### src/inc/mft_pkg.sv
package mft_pkg;
   localparam int unsigned ADDR_W = 16;
   localparam int unsigned DATA_W = 16;
   localparam int unsigned ENTRIES = 50;
   localparam int unsigned IDX_W = 6;
   localparam logic [15:0] SLAVE_ID_BASE = 16'h1966;
   localparam logic [15:0] SLAVE_TO_NODE_MAP_FIRST = 16'h1968;
   localparam logic [15:0] NODE_ID_ENTRY_COUNT = 16'h1b59;
   localparam logic [15:0] NODE_ID_TABLE_FIRST = 16'h1b5a;
   localparam logic [15:0] FIRST_HOP_ENTRY_COUNT = 16'h1c85;
   localparam logic [15:0] FIRST_HOP_TABLE_FIRST = 16'h1c86;
   localparam logic [15:0] SLOT_SHARE_ENTRY_COUNT = 16'h1db1;
   localparam logic [15:0] SLOT_SHARE_TABLE_FIRST = 16'h1db2;
   localparam logic [15:0] SLAVE_ID_BASE_RST = 16'h000b;
   localparam logic [15:0] SLOT_SHARE_ALL = 16'h0080;
   localparam logic [15:0] SLOT_SHARE_LOW = 16'h0004;
   localparam int unsigned READ_LATENCY = 2;
   typedef enum logic [6:0] {
      MFT_SEL_NONE = 7'h01,
      MFT_SEL_BASE = 7'h02,
      MFT_SEL_MAP = 7'h04,
      MFT_SEL_CNT = 7'h08,
      MFT_SEL_NODE = 7'h10,
      MFT_SEL_HOP = 7'h20,
      MFT_SEL_SHARE = 7'h40
   } mft_sel_t;
endpackage

### src/core/mft_mem.sv
`timescale 1ns/1ps
`default_nettype none
module mft_mem #(
   parameter int unsigned WIDTH = 16,
   parameter int unsigned DEPTH = 50,
   parameter int unsigned AW = 6
) (
   input wire logic sys_clk,
   input wire logic reset,
   input wire logic ce,
   input wire logic we,
   input wire logic [AW-1:0] waddr,
   input wire logic [WIDTH-1:0] wdata,
   input wire logic [AW-1:0] raddr,
   output logic [WIDTH-1:0] rdata_q
);
   logic [WIDTH-1:0] mem [DEPTH];

   // no reset on the array: unused entries are masked by the reader
   always_ff @(posedge sys_clk)
   begin
      if (ce && we && (32'(waddr) < DEPTH))
      begin
         mem[waddr] <= wdata;
      end
   end

   always_ff @(posedge sys_clk)
   begin
      if (reset)
      begin
         rdata_q <= '0;
      end
      else if (ce)
      begin
         rdata_q <= (32'(raddr) < DEPTH) ? mem[raddr] : '0;
      end
   end
endmodule // mft_mem
`default_nettype wire

### src/core/mft_table.sv
`timescale 1ns/1ps
`default_nettype none
// How it works
// - store first hop toward each node
// - equal first hop and node means direct
// - slot share 128 means every slot
// - slot share 4 means 4 of 128
// - node count readable at 7001
// - node ids at 7002 through 7051
// - first-hop count readable at 7301
// - first hops at 7302 through 7351
// - slot-share count readable at 7601
// - slot shares at 7602 through 7651
// - slave id base at 6502, reset 11
// - slave map from base at 6504 onward
// - node id is serial low 16 bits
// - indices filled in join order
module mft_table #(
   parameter int unsigned SERIAL_W = 32,
   parameter int unsigned ENTRIES = mft_pkg::ENTRIES
) (
   input wire logic sys_clk,
   input wire logic reset,
   input wire logic ce,
   input wire logic rd_en,
   input wire logic wr_en,
   input wire logic [15:0] addr,
   input wire logic [15:0] wr_data,
   output logic [15:0] rd_data_q,
   output logic rd_valid_q,
   input wire logic join_valid,
   input wire logic [SERIAL_W-1:0] join_node_serial,
   input wire logic [SERIAL_W-1:0] join_hop_serial,
   input wire logic [15:0] join_slot_share,
   output logic join_ready,
   input wire logic map_wr,
   input wire logic [15:0] map_slave_id,
   input wire logic [SERIAL_W-1:0] map_node_serial,
   output logic [15:0] slave_id_base_q,
   output logic last_direct_q,
   output logic last_every_slot_q,
   output logic [5:0] entry_count_q
);
   localparam int unsigned AW = mft_pkg::IDX_W;

   logic join_take;
   logic [15:0] node_id;
   logic [15:0] hop_id;
   logic [15:0] share_val;
   logic node_hit, hop_hit, share_hit, map_hit;
   logic [AW-1:0] node_idx, hop_idx, share_idx, map_idx, tab_idx;
   logic [15:0] map_diff;
   logic map_in_range;
   logic [15:0] node_rd, hop_rd, share_rd, map_rd;
   logic [ENTRIES-1:0] map_vld_q;
   mft_pkg::mft_sel_t sel_d, sel_q;
   logic [AW-1:0] idx_q;
   logic stage1_q;
   logic [15:0] rd_data_d;

   // one common count: all three sections grow together
   assign join_ready = (32'(entry_count_q) < ENTRIES);
   assign join_take = join_valid && join_ready;
   assign node_id = join_node_serial[15:0];
   assign hop_id = join_hop_serial[15:0];
   // shares above the slot total are clamped: no child gets more than all slots
   assign share_val = (join_slot_share > mft_pkg::SLOT_SHARE_ALL) ?
      mft_pkg::SLOT_SHARE_ALL : join_slot_share;

   always_ff @(posedge sys_clk)
   begin
      if (reset)
      begin
         entry_count_q <= '0;
      end
      else if (ce && join_take)
      begin
         entry_count_q <= entry_count_q + 6'h01;
      end
   end

   always_ff @(posedge sys_clk)
   begin
      if (reset)
      begin
         last_direct_q <= 1'b0;
         last_every_slot_q <= 1'b0;
      end
      else if (ce && join_take)
      begin
         last_direct_q <= (node_id == hop_id);
         last_every_slot_q <= (share_val == mft_pkg::SLOT_SHARE_ALL);
      end
   end

   always_ff @(posedge sys_clk)
   begin
      if (reset)
      begin
         slave_id_base_q <= mft_pkg::SLAVE_ID_BASE_RST;
      end
      else if (ce && wr_en && (addr == mft_pkg::SLAVE_ID_BASE))
      begin
         slave_id_base_q <= wr_data;
      end
   end

   // map slot = slave id minus base, taken at the time of the update
   assign map_diff = map_slave_id - slave_id_base_q;
   assign map_in_range = (map_slave_id >= slave_id_base_q) && (map_diff < 16'(ENTRIES));

   always_ff @(posedge sys_clk)
   begin
      if (reset)
      begin
         map_vld_q <= '0;
      end
      else if (ce && map_wr && map_in_range)
      begin
         map_vld_q[map_diff[AW-1:0]] <= 1'b1;
      end
   end

   mft_win #(.BASE(mft_pkg::NODE_ID_TABLE_FIRST), .N(ENTRIES), .AW(AW)) u_win_node (
      .addr(addr),
      .hit(node_hit),
      .idx(node_idx)
   );
   mft_win #(.BASE(mft_pkg::FIRST_HOP_TABLE_FIRST), .N(ENTRIES), .AW(AW)) u_win_hop (
      .addr(addr),
      .hit(hop_hit),
      .idx(hop_idx)
   );
   mft_win #(.BASE(mft_pkg::SLOT_SHARE_TABLE_FIRST), .N(ENTRIES), .AW(AW)) u_win_share (
      .addr(addr),
      .hit(share_hit),
      .idx(share_idx)
   );
   mft_win #(.BASE(mft_pkg::SLAVE_TO_NODE_MAP_FIRST), .N(ENTRIES), .AW(AW)) u_win_map (
      .addr(addr),
      .hit(map_hit),
      .idx(map_idx)
   );

   assign tab_idx = node_hit ? node_idx : (hop_hit ? hop_idx : share_idx);

   mft_mem #(.WIDTH(16), .DEPTH(ENTRIES), .AW(AW)) u_mem_node (
      .sys_clk(sys_clk),
      .reset(reset),
      .ce(ce),
      .we(join_take),
      .waddr(entry_count_q),
      .wdata(node_id),
      .raddr(tab_idx),
      .rdata_q(node_rd)
   );
   mft_mem #(.WIDTH(16), .DEPTH(ENTRIES), .AW(AW)) u_mem_hop (
      .sys_clk(sys_clk),
      .reset(reset),
      .ce(ce),
      .we(join_take),
      .waddr(entry_count_q),
      .wdata(hop_id),
      .raddr(tab_idx),
      .rdata_q(hop_rd)
   );
   mft_mem #(.WIDTH(16), .DEPTH(ENTRIES), .AW(AW)) u_mem_share (
      .sys_clk(sys_clk),
      .reset(reset),
      .ce(ce),
      .we(join_take),
      .waddr(entry_count_q),
      .wdata(share_val),
      .raddr(tab_idx),
      .rdata_q(share_rd)
   );
   mft_mem #(.WIDTH(16), .DEPTH(ENTRIES), .AW(AW)) u_mem_map (
      .sys_clk(sys_clk),
      .reset(reset),
      .ce(ce),
      .we(map_wr && map_in_range),
      .waddr(map_diff[AW-1:0]),
      .wdata(map_node_serial[15:0]),
      .raddr(map_idx),
      .rdata_q(map_rd)
   );

   always_comb
   begin
      if (addr == mft_pkg::SLAVE_ID_BASE)
      begin
         sel_d = mft_pkg::MFT_SEL_BASE;
      end
      else if (map_hit)
      begin
         sel_d = mft_pkg::MFT_SEL_MAP;
      end
      else if ((addr == mft_pkg::NODE_ID_ENTRY_COUNT) || (addr == mft_pkg::FIRST_HOP_ENTRY_COUNT)
         || (addr == mft_pkg::SLOT_SHARE_ENTRY_COUNT))
      begin
         sel_d = mft_pkg::MFT_SEL_CNT;
      end
      else if (node_hit)
      begin
         sel_d = mft_pkg::MFT_SEL_NODE;
      end
      else if (hop_hit)
      begin
         sel_d = mft_pkg::MFT_SEL_HOP;
      end
      else if (share_hit)
      begin
         sel_d = mft_pkg::MFT_SEL_SHARE;
      end
      else
      begin
         sel_d = mft_pkg::MFT_SEL_NONE;
      end
   end

   always_ff @(posedge sys_clk)
   begin
      if (reset)
      begin
         sel_q <= mft_pkg::MFT_SEL_NONE;
         idx_q <= '0;
         stage1_q <= 1'b0;
      end
      else if (ce)
      begin
         sel_q <= sel_d;
         idx_q <= map_hit ? map_idx : tab_idx;
         stage1_q <= rd_en;
      end
   end

   // count is checked at stage two, so a join in the read cycle is counted though its data was read stale at stage one
   always_comb
   begin
      rd_data_d = '0;
      case (sel_q)
         mft_pkg::MFT_SEL_BASE: rd_data_d = slave_id_base_q;
         mft_pkg::MFT_SEL_MAP: rd_data_d = map_vld_q[idx_q] ? map_rd : '0;
         mft_pkg::MFT_SEL_CNT: rd_data_d = {10'h000, entry_count_q};
         mft_pkg::MFT_SEL_NODE: rd_data_d = (idx_q < entry_count_q) ? node_rd : '0;
         mft_pkg::MFT_SEL_HOP: rd_data_d = (idx_q < entry_count_q) ? hop_rd : '0;
         mft_pkg::MFT_SEL_SHARE: rd_data_d = (idx_q < entry_count_q) ? share_rd : '0;
         default: rd_data_d = '0;
      endcase
   end

   always_ff @(posedge sys_clk)
   begin
      if (reset)
      begin
         rd_data_q <= '0;
         rd_valid_q <= 1'b0;
      end
      else if (ce)
      begin
         rd_data_q <= stage1_q ? rd_data_d : '0;
         rd_valid_q <= stage1_q;
      end
   end

   // checks other than a_count_bound and a_base_reset assume ce held high; a low ce disables them
   a_count_bound: assert property (@(posedge sys_clk) disable iff (reset)
      32'(entry_count_q) <= ENTRIES) else $error("entry count above table size");
   a_join_append: assert property (@(posedge sys_clk) disable iff (reset || !ce)
      join_valid && join_ready |=> entry_count_q == $past(entry_count_q) + 6'h01)
      else $error("join did not append one entry");
   a_full_ignore: assert property (@(posedge sys_clk) disable iff (reset || !ce)
      !join_ready |=> $stable(entry_count_q)) else $error("full table still grew");
   a_read_timing: assert property (@(posedge sys_clk) disable iff (reset || !ce)
      rd_en |-> ##2 rd_valid_q) else $error("read answer not two cycles later");
   a_base_write: assert property (@(posedge sys_clk) disable iff (reset || !ce)
      wr_en && addr == mft_pkg::SLAVE_ID_BASE |=> slave_id_base_q == $past(wr_data))
      else $error("base register write lost");
   a_base_reset: assert property (@(posedge sys_clk)
      $past(reset) |-> slave_id_base_q == 16'h000b) else $error("base not 11 after reset");
   a_unused_zero: assert property (@(posedge sys_clk) disable iff (reset || !ce)
      (rd_en && (node_hit || hop_hit || share_hit) && tab_idx >= entry_count_q && !join_valid)
      ##1 !join_valid |=> rd_data_q == 16'h0000) else $error("unused entry not zero");
   a_count_read: assert property (@(posedge sys_clk) disable iff (reset || !ce)
      (rd_en && addr == mft_pkg::FIRST_HOP_ENTRY_COUNT && !join_valid) ##1 !join_valid
      |=> rd_data_q == {10'h000, entry_count_q}) else $error("count read wrong");
   a_direct_flag: assert property (@(posedge sys_clk) disable iff (reset || !ce)
      join_valid && join_ready |=> last_direct_q ==
      ($past(join_node_serial[15:0]) == $past(join_hop_serial[15:0])))
      else $error("direct link flag wrong");
   a_every_slot: assert property (@(posedge sys_clk) disable iff (reset || !ce)
      join_valid && join_ready && join_slot_share >= 16'h0080 |=> last_every_slot_q)
      else $error("full share not flagged");
   c_join: cover property (@(posedge sys_clk) disable iff (reset) join_valid && join_ready);
   c_full: cover property (@(posedge sys_clk) disable iff (reset) join_valid && !join_ready);
   c_map_read: cover property (@(posedge sys_clk) disable iff (reset)
      rd_en && map_hit ##2 rd_data_q != 16'h0000);
   c_table_read: cover property (@(posedge sys_clk) disable iff (reset)
      rd_en && hop_hit ##2 rd_data_q != 16'h0000);
endmodule // mft_table
`default_nettype wire

### src/core/mft_win.sv
`timescale 1ns/1ps
`default_nettype none
module mft_win #(
   parameter logic [15:0] BASE = 16'h0000,
   parameter int unsigned N = 50,
   parameter int unsigned AW = 6
) (
   input wire logic [15:0] addr,
   output logic hit,
   output logic [AW-1:0] idx
);
   logic [15:0] diff;

   assign diff = addr - BASE;
   assign hit = (addr >= BASE) && (diff < 16'(N));
   assign idx = diff[AW-1:0];
endmodule // mft_win
`default_nettype wire

### config.mk
export PLATFORM = sky130hd
export DESIGN_NAME = mft_table
export DESIGN_NICKNAME = d
export VERILOG_FILES = /design/src/inc/mft_pkg.sv /design/src/core/mft_mem.sv /design/src/core/mft_table.sv /design/src/core/mft_win.sv
export SDC_FILE = /design/constraint.sdc
export NUM_CORES = 2
export LEC_CHECK = 0
export ABC_AREA = 1
export CORE_ASPECT_RATIO = 0.9
export CORE_MARGIN = 1.5
export CORE_UTILIZATION = 62
export CTS_CLUSTER_DIAMETER = 30
export DETAILED_ROUTE_END_ITERATION = 6
export DONT_BUFFER_PORTS = 1
export PLACE_DENSITY = 0.74
export SKIP_CTS_REPAIR_TIMING = 1
export SYNTH_ARGS = -nofsm -noshare
export SYNTH_HDL_FRONTEND = slang
export SYNTH_SLANG_ARGS = --single-unit
### constraint.sdc
create_clock -name sys_clk -period 5.8 [get_ports sys_clk]
set_input_delay 1.16 -clock sys_clk [delete_from_list [all_inputs] [get_ports sys_clk]]
set_output_delay 1.16 -clock sys_clk [all_outputs]
set_load 0.02 [all_outputs]
After elaboration in Yosys (flattened, before gate mapping)
Memories as Yosys holds them, arrays and structs flattened.
Index checks and enable logic that the tools add are counted.
- logic and storage cells: 102
- memories: 4
- input bits: 167
- memory bits (writable): 3200
- bits in registers: 169
- equality and inequality tests: 12
- bitwise gates (word level): 1
- order comparisons: 19
- muxes and demuxes: 28
- reductions and logical operators: 18
- add/sub/neg operators: 6
- memories (memory ; words ; width ; rd ports ; clocked after Yosys merged registers in ; write ports ; RTL line ; RTL):
    u_mem_hop.mem ; 50 ; 16 ; 1 ; 0 ; 1 ; mft_mem.sv:17 ; logic [WIDTH-1:0] mem [DEPTH];
    u_mem_map.mem ; 50 ; 16 ; 1 ; 0 ; 1 ; mft_mem.sv:17 ;
    u_mem_node.mem ; 50 ; 16 ; 1 ; 0 ; 1 ; mft_mem.sv:17 ;
    u_mem_share.mem ; 50 ; 16 ; 1 ; 0 ; 1 ; mft_mem.sv:17 ;
- operator list (kind ; number):
    16-bit two-way mux ; 10
    16-bit one-hot mux with 6 select lines ; 1
    16-bit by 6-bit less-than comparator with 1-bit output (second input constant) ; 5
    16-bit by 13-bit equality test with 1-bit output (second input constant) ; 4
    16-bit by 13-bit greater-or-equal comparator with 1-bit output (second input constant) ; 4
    16-bit by 13-bit subtractor with 16-bit output (second input constant) ; 4
    50-bit OR ; 1
    7-bit two-way mux ; 6
    6-bit less-than comparator (second input constant) ; 4
    6-bit two-way mux ; 3
    16-bit equality test ; 1
    16-bit by 8-bit equality test with 1-bit output (second input constant) ; 1
    16-bit greater-or-equal comparator ; 1
    16-bit by 8-bit greater-than comparator with 1-bit output (second input constant) ; 1
    1-bit logical AND ; 16
    16-bit subtractor ; 1
    6-bit by 7-bit less-than comparator with 1-bit output (second input constant) ; 2
    7-bit by 2-bit equality test with 1-bit output (second input constant) ; 1
    7-bit by 3-bit equality test with 1-bit output (second input constant) ; 1
    7-bit by 4-bit equality test with 1-bit output (second input constant) ; 1
    7-bit by 5-bit equality test with 1-bit output (second input constant) ; 1
    7-bit by 6-bit equality test with 1-bit output (second input constant) ; 1
    7-bit equality test (second input constant) ; 1
    6-bit by 1-bit adder with 6-bit output (second input constant) ; 1
    other kinds (6) ; 12

Depth between registers and ports, before layout
- word-level depth: 9
- gate-level depth with buffers: 27
- gate-level depth less buffers: 23

Cells and area by module
A second synthesis with hierarchy kept.
- cells, all modules: 14742
- area, all modules: 147132.4 um^2
- by module, submodules not included (module ; times used ; area an instance (um^2) ; cells each ; seq. area each (um^2)):
    mft_mem ; 4 ; 34361.7 ; 3256 ; 24343.3
    mft_table ; 1 ; 7433.4 ; 1237 ; 2102.0
    mft_win at u_win_hop ; 1 ; 625.6 ; 128 ; 0.0
    mft_win at u_win_node ; 1 ; 599.3 ; 131 ; 0.0
    mft_win at u_win_share ; 1 ; 579.3 ; 123 ; 0.0
    mft_win at u_win_map ; 1 ; 447.9 ; 99 ; 0.0

Least setup slack after synthesis
No wires, ideal clock.
- kind: input -> register
- start: input port ce
- end: memory u_mem_hop.mem[48][0] (enable)
- setup slack: 0.373 ns
- data arrival time: 4.914 ns
- stages: 3
- library setup time: 0.513 ns
- cells stage by stage: clkbuf_1 nand3_1 nor3_1
- cells in the longest elaborated chain, start to end: 4
- RTL lines (element ; RTL line ; RTL):
    start: declaration ; mft_table.sv:24 ; input wire logic ce,
    1-bit logical AND (2 in a row) ; mft_mem.sv:22 ; if (ce && we && (32'(waddr) < DEPTH))
    1-bit two-way mux ; mft_mem.sv:22 ;
    1-bit two-way mux (not written as such) ; mft_mem.sv:24 ; mem[waddr] <= wdata;
    end: declaration ; mft_mem.sv:17 ;
No other way between the ends.

Worst setup path after layout
- start: register entry_count_q[4]
- end: memory u_mem_node.mem[44][11] (enable)
- cells in the longest elaborated chain, start to end: 6
- RTL lines (element ; RTL line ; RTL):
    start: declaration ; mft_table.sv:42 ; output logic [5:0] entry_count_q
    start signal: assignment ; mft_table.sv:78 ; entry_count_q <= entry_count_q + 6'h01;
    6-bit less-than comparator (*) ; mft_table.sv:62 ; assign join_ready = (32'(entry_count_q) < ENTRIES);
    via join_ready ; mft_table.sv:35 ; output logic join_ready,
    1-bit logical AND ; mft_table.sv:63 ; assign join_take = join_valid && join_ready;
    1-bit logical AND ; mft_mem.sv:22 ;
    1-bit logical AND (*) ; mft_mem.sv:22 ;
    1-bit two-way mux (*) ; mft_mem.sv:22 ;
    1-bit two-way mux (not written as such) (*) ; mft_mem.sv:24 ;
    end: declaration ; mft_mem.sv:17 ;
The timed path passes the listed nets; every way through them passes the cells marked *.

==> impl_metrics.py <==
metrics = {
    "worst_setup_path": {
        "r2r-end": "u_mem_node.mem[44][11]",
        "reg2reg_slack_ns": 0.69,
        "cp_cell_sequence": "inv_1, a211oi_1, inv_1, nand3_1, buf_4, inv_1, nand4_1, nor2_4, buf_4",
        "crit_type": "reg -> reg",
        "crit_path_start": "entry_count_q[4]",
        "cpMostUsedCell": "inv_1",
        "reg2regPathDepth": 9,
        "critPathLaunchType": "flip-flop",
        "cp_slowest_cell": "nor2_4",
        "crit_buf_inv": 5,
        "path_max_fanout": 28,
        "crit_family": "simple AND/OR/NAND/NOR gates",
        "r2r-start": "entry_count_q[4]",
        "crit_path_end_kind": "flip-flop",
        "cpPeakStageDelay_ns": 1.29,
        "crit_required_ns": 6.37,
        "arrival_ns": 5.67,
    },
    "yosys": {
        "async_flop_share": 0,
        "syn_area_um2": 137100,
        "synthCells": 11379,
        "ys_warn_count": 0,
        "synth_edf_count": 3200,
        "avgSynthCellArea_um2": 12.05,
        "ys_seq_elements": 3369,
        "yosysUniqueCellTypes": 59,
        "seq_area_frac_synth": 0.7257,
        "synthFlopType": "edfxtp_1",
    },
    "worst_hold_path": {
        "min_path_cells": 0,
        "min_from": "map_node_serial[4]",
        "hold_end": "u_mem_map.mem[42][4]",
        "min_path_type": "in -> reg",
    },
    "routing": {
        "wl_met3_um": 49710,
        "firstDrtPassIters": 7,
        "drt-total-wl_um": 397900,
        "vias_per_cell": 6.452,
        "met1Wirelength_um": 141400,
        "top_layer": "met5",
        "avgRoutedWirePerCell_um": 26.31,
        "drtIter0Drc": 14245,
        "drc_errors": 3,
        "routed-wl-met2_um": 182100,
        "vias": 97606,
        "ant_nets": 0,
    },
    "timing": {
        "slew_viol_final": 528,
        "worstMarginPinSlew_ns": 2.314,
        "setup_viol": 0,
        "post-route-period-util": 0.8809,
        "fin_setup_tns_ns": 0,
        "rsz0062_at_grt": "false",
        "fin_skew_ns": 0.08122,
        "fin_ws_ns": 0.6910,
        "layout_min_cycle_time_ns": 5.109,
        "slew_headroom": -0.5426,
        "fmax_ghz": 0.1957,
        "hold_viol": 0,
    },
    "power_and_ir_drop": {
        "intPower_w": 0.04924,
        "p_total_w": 0.06319,
        "p_switching_w": 0.01396,
        "clkPwrFrac": 0.526,
        "p_comb_frac": 0.051,
        "p_leak_nw": 55.56,
        "power.density_nw_per_um2": 392.9,
        "ir_worst_vdd_mv": 0.3661,
        "p_sw_frac": 0.2209,
        "power_frac_seq": 0.423,
    },
    "final_layout": {
        "final-instance-count-excl-fill": 15127,
        "layout_commonest_cell": "edfxtp_1",
        "drive_gt1_frac": 0.1009,
        "fin_area_um2": 160800,
        "final_cell_mix": "edfxtp_1 (3200), nand2_1 (2706), o21ai_0 (998), nor2_1 (914), a21oi_1 (664)",
        "layout.nets": 11987,
        "area.growth.synth_to_final_pct": 17.34,
    },
    "cts": {
        "cts_tree": "done",
        "htreeDepth": 6,
        "numClockSinks": 3369,
        "clock_path_buffers": 4,
        "cts-root-buf": "clkbuf_16",
        "cts_inserted_buffers": 564,
        "cts.reportedPaths.clkPinSlew_ns": 0.05,
        "clkLatencyLatePin_ns": 0.99,
    },
    "placed_design": {
        "hpwl_um": 207300,
        "pre_cts_slack_ns": 0.6376,
        "dpl-instance-area_um2": 141700,
        "place_congestion": 0.8843,
        "dpl.cell_count": 14105,
        "numPortBuffers": 0,
    },
    "grt": {
        "grt_pass1_wl_um": 581600,
        "grt_overflow": 0,
        "grt_start_max_net_pins": 1604,
        "grt_pass1_vias": 94740,
        "grt_usage": 0.3480,
        "antenna_found_initial": 15,
    },
    "outcome": {
        "status": "complete, but fails checks",
        "violations": "DRC, slew limit",
    },
    "floorplanning": {
        "fp-row-count": 163,
        "initial_utilization": 0.6246,
        "coreArea_um2": 219400,
        "io_pins": 209,
        "dieArea_um2": 223900,
        "die_y_um": 449.1,
        "die_x_um": 498.6,
    },
    "job": {
        "maxCapViolCount": 0,
    },
}
## per-layer routing
metal  GRT usage  up-vias
met5           0        -
li1            -    42092
met2      0.5406     6795
met3     0.07690     1328
met4      0.1992       12
met1      0.4569    47379
## worst reg2reg max path: cells and delay by family (launching register included)
kind | cells | cell delay (ns)
buffers and inverters | 5 | 1.78
AO/OA/AOI/OAI | 1 | 0.21
AND/OR/NAND/NOR | 3 | 2.19
flip-flops | 1 | 0.52
## how the worst max path moves through the flow
| stage | to | slack [ns] | cells past startpoint |
|---|---|---|---|
| final | u_mem_node.mem[44][11] | 0.69 | 9 |
| after global routing | u_mem_node.mem[44][12] | 0.59 | 9 |
| after CTS | u_mem_node.mem[3][5] | 0.89 | 9 |
| after detailed placement | u_mem_share.rdata_q[10] | 0.64 | 23 |
| after global placement | u_mem_share.rdata_q[10] | 0.71 | 18 |
| after floorplan | u_mem_hop.mem[48][0] | 0.37 | 3 |
## synth_stat cells, types with 30 or more instances
cell type,number,area [µm²]
a21oi_1,664,3323
a32o_1,237,2372
nand3_1,499,2497
o21ai_0,998,4995
inv_1,225,844.6
dfxtp_1,169,3383
a32oi_1,141,1235
nand4_1,105,656.9
buf_2,73,365.4
ha_1,30,375.4
buf_1,47,176.4
nand2_1,2707,10160
edfxtp_1,3200,96090
nor2_1,971,3645
o22ai_1,389,2434
clkbuf_1,642,2410
## power by group through the flow
stage / sequential (W) / combinational, W / clock (W)
after global routing: 0.0267 / 0.00343 / 0.0345
final: 0.0267 / 0.00320 / 0.0332
after global placement: 0.0272 / 0.00283 / 0
after floorplan: 0.0272 / 0.00210 / 0
after detailed placement: 0.0272 / 0.00290 / 0
after CTS: 0.0267 / 0.00295 / 0.0334
## cell type report
| class | count | area (µm²) |
|---|---|---|
| well taps | 2887 | 3612 |
| multi-input cells | 7383 | 35570 |
| diodes | 6 | 15.01 |
| repair buffers | 228 | 2250 |
| fillers | 13534 | 58610 |
| clock inverters | 351 | 4106 |
| inverters | 243 | 933.4 |
| clock buffers | 660 | 14870 |
| flip-flops and latches | 3369 | 99480 |
## flip-flops by register name, summed over array words and instances (netlist names)
name and flops:
u_mem_node.rdata_q 16, u_mem_node.mem 800, rd_valid_q 1, rd_data_q 16
last_direct_q 1, last_every_slot_q 1, slave_id_base_q 16, u_mem_map.mem 800
u_mem_map.rdata_q 16, map_vld_q 50, entry_count_q 6, u_mem_share.rdata_q 16
idx_q 6, stage1_q 1, sel_q 7, u_mem_hop.mem 800
u_mem_share.mem 800, u_mem_hop.rdata_q 16
## logic make-up after synthesis
family	after synthesis	share of synthesized area
flops	3369	0.7257
compound gates	2568	0.1129
other cells	1	0.00002736
xor+xnor	34	0.002172
simple gates	4350	0.1268
buf+inv	1026	0.02950
fa+ha+maj	31	0.002884
## metrics by stage
step,hold WS [ns],util
floorplan,0.4402,-
global placement,0.4485,0.6457
detailed placement,0.4519,0.6457
CTS,0.2198,0.7322
global route,0.2268,0.7329
finish,0.2616,0.7329
Power figures use the tool's default switching activity.
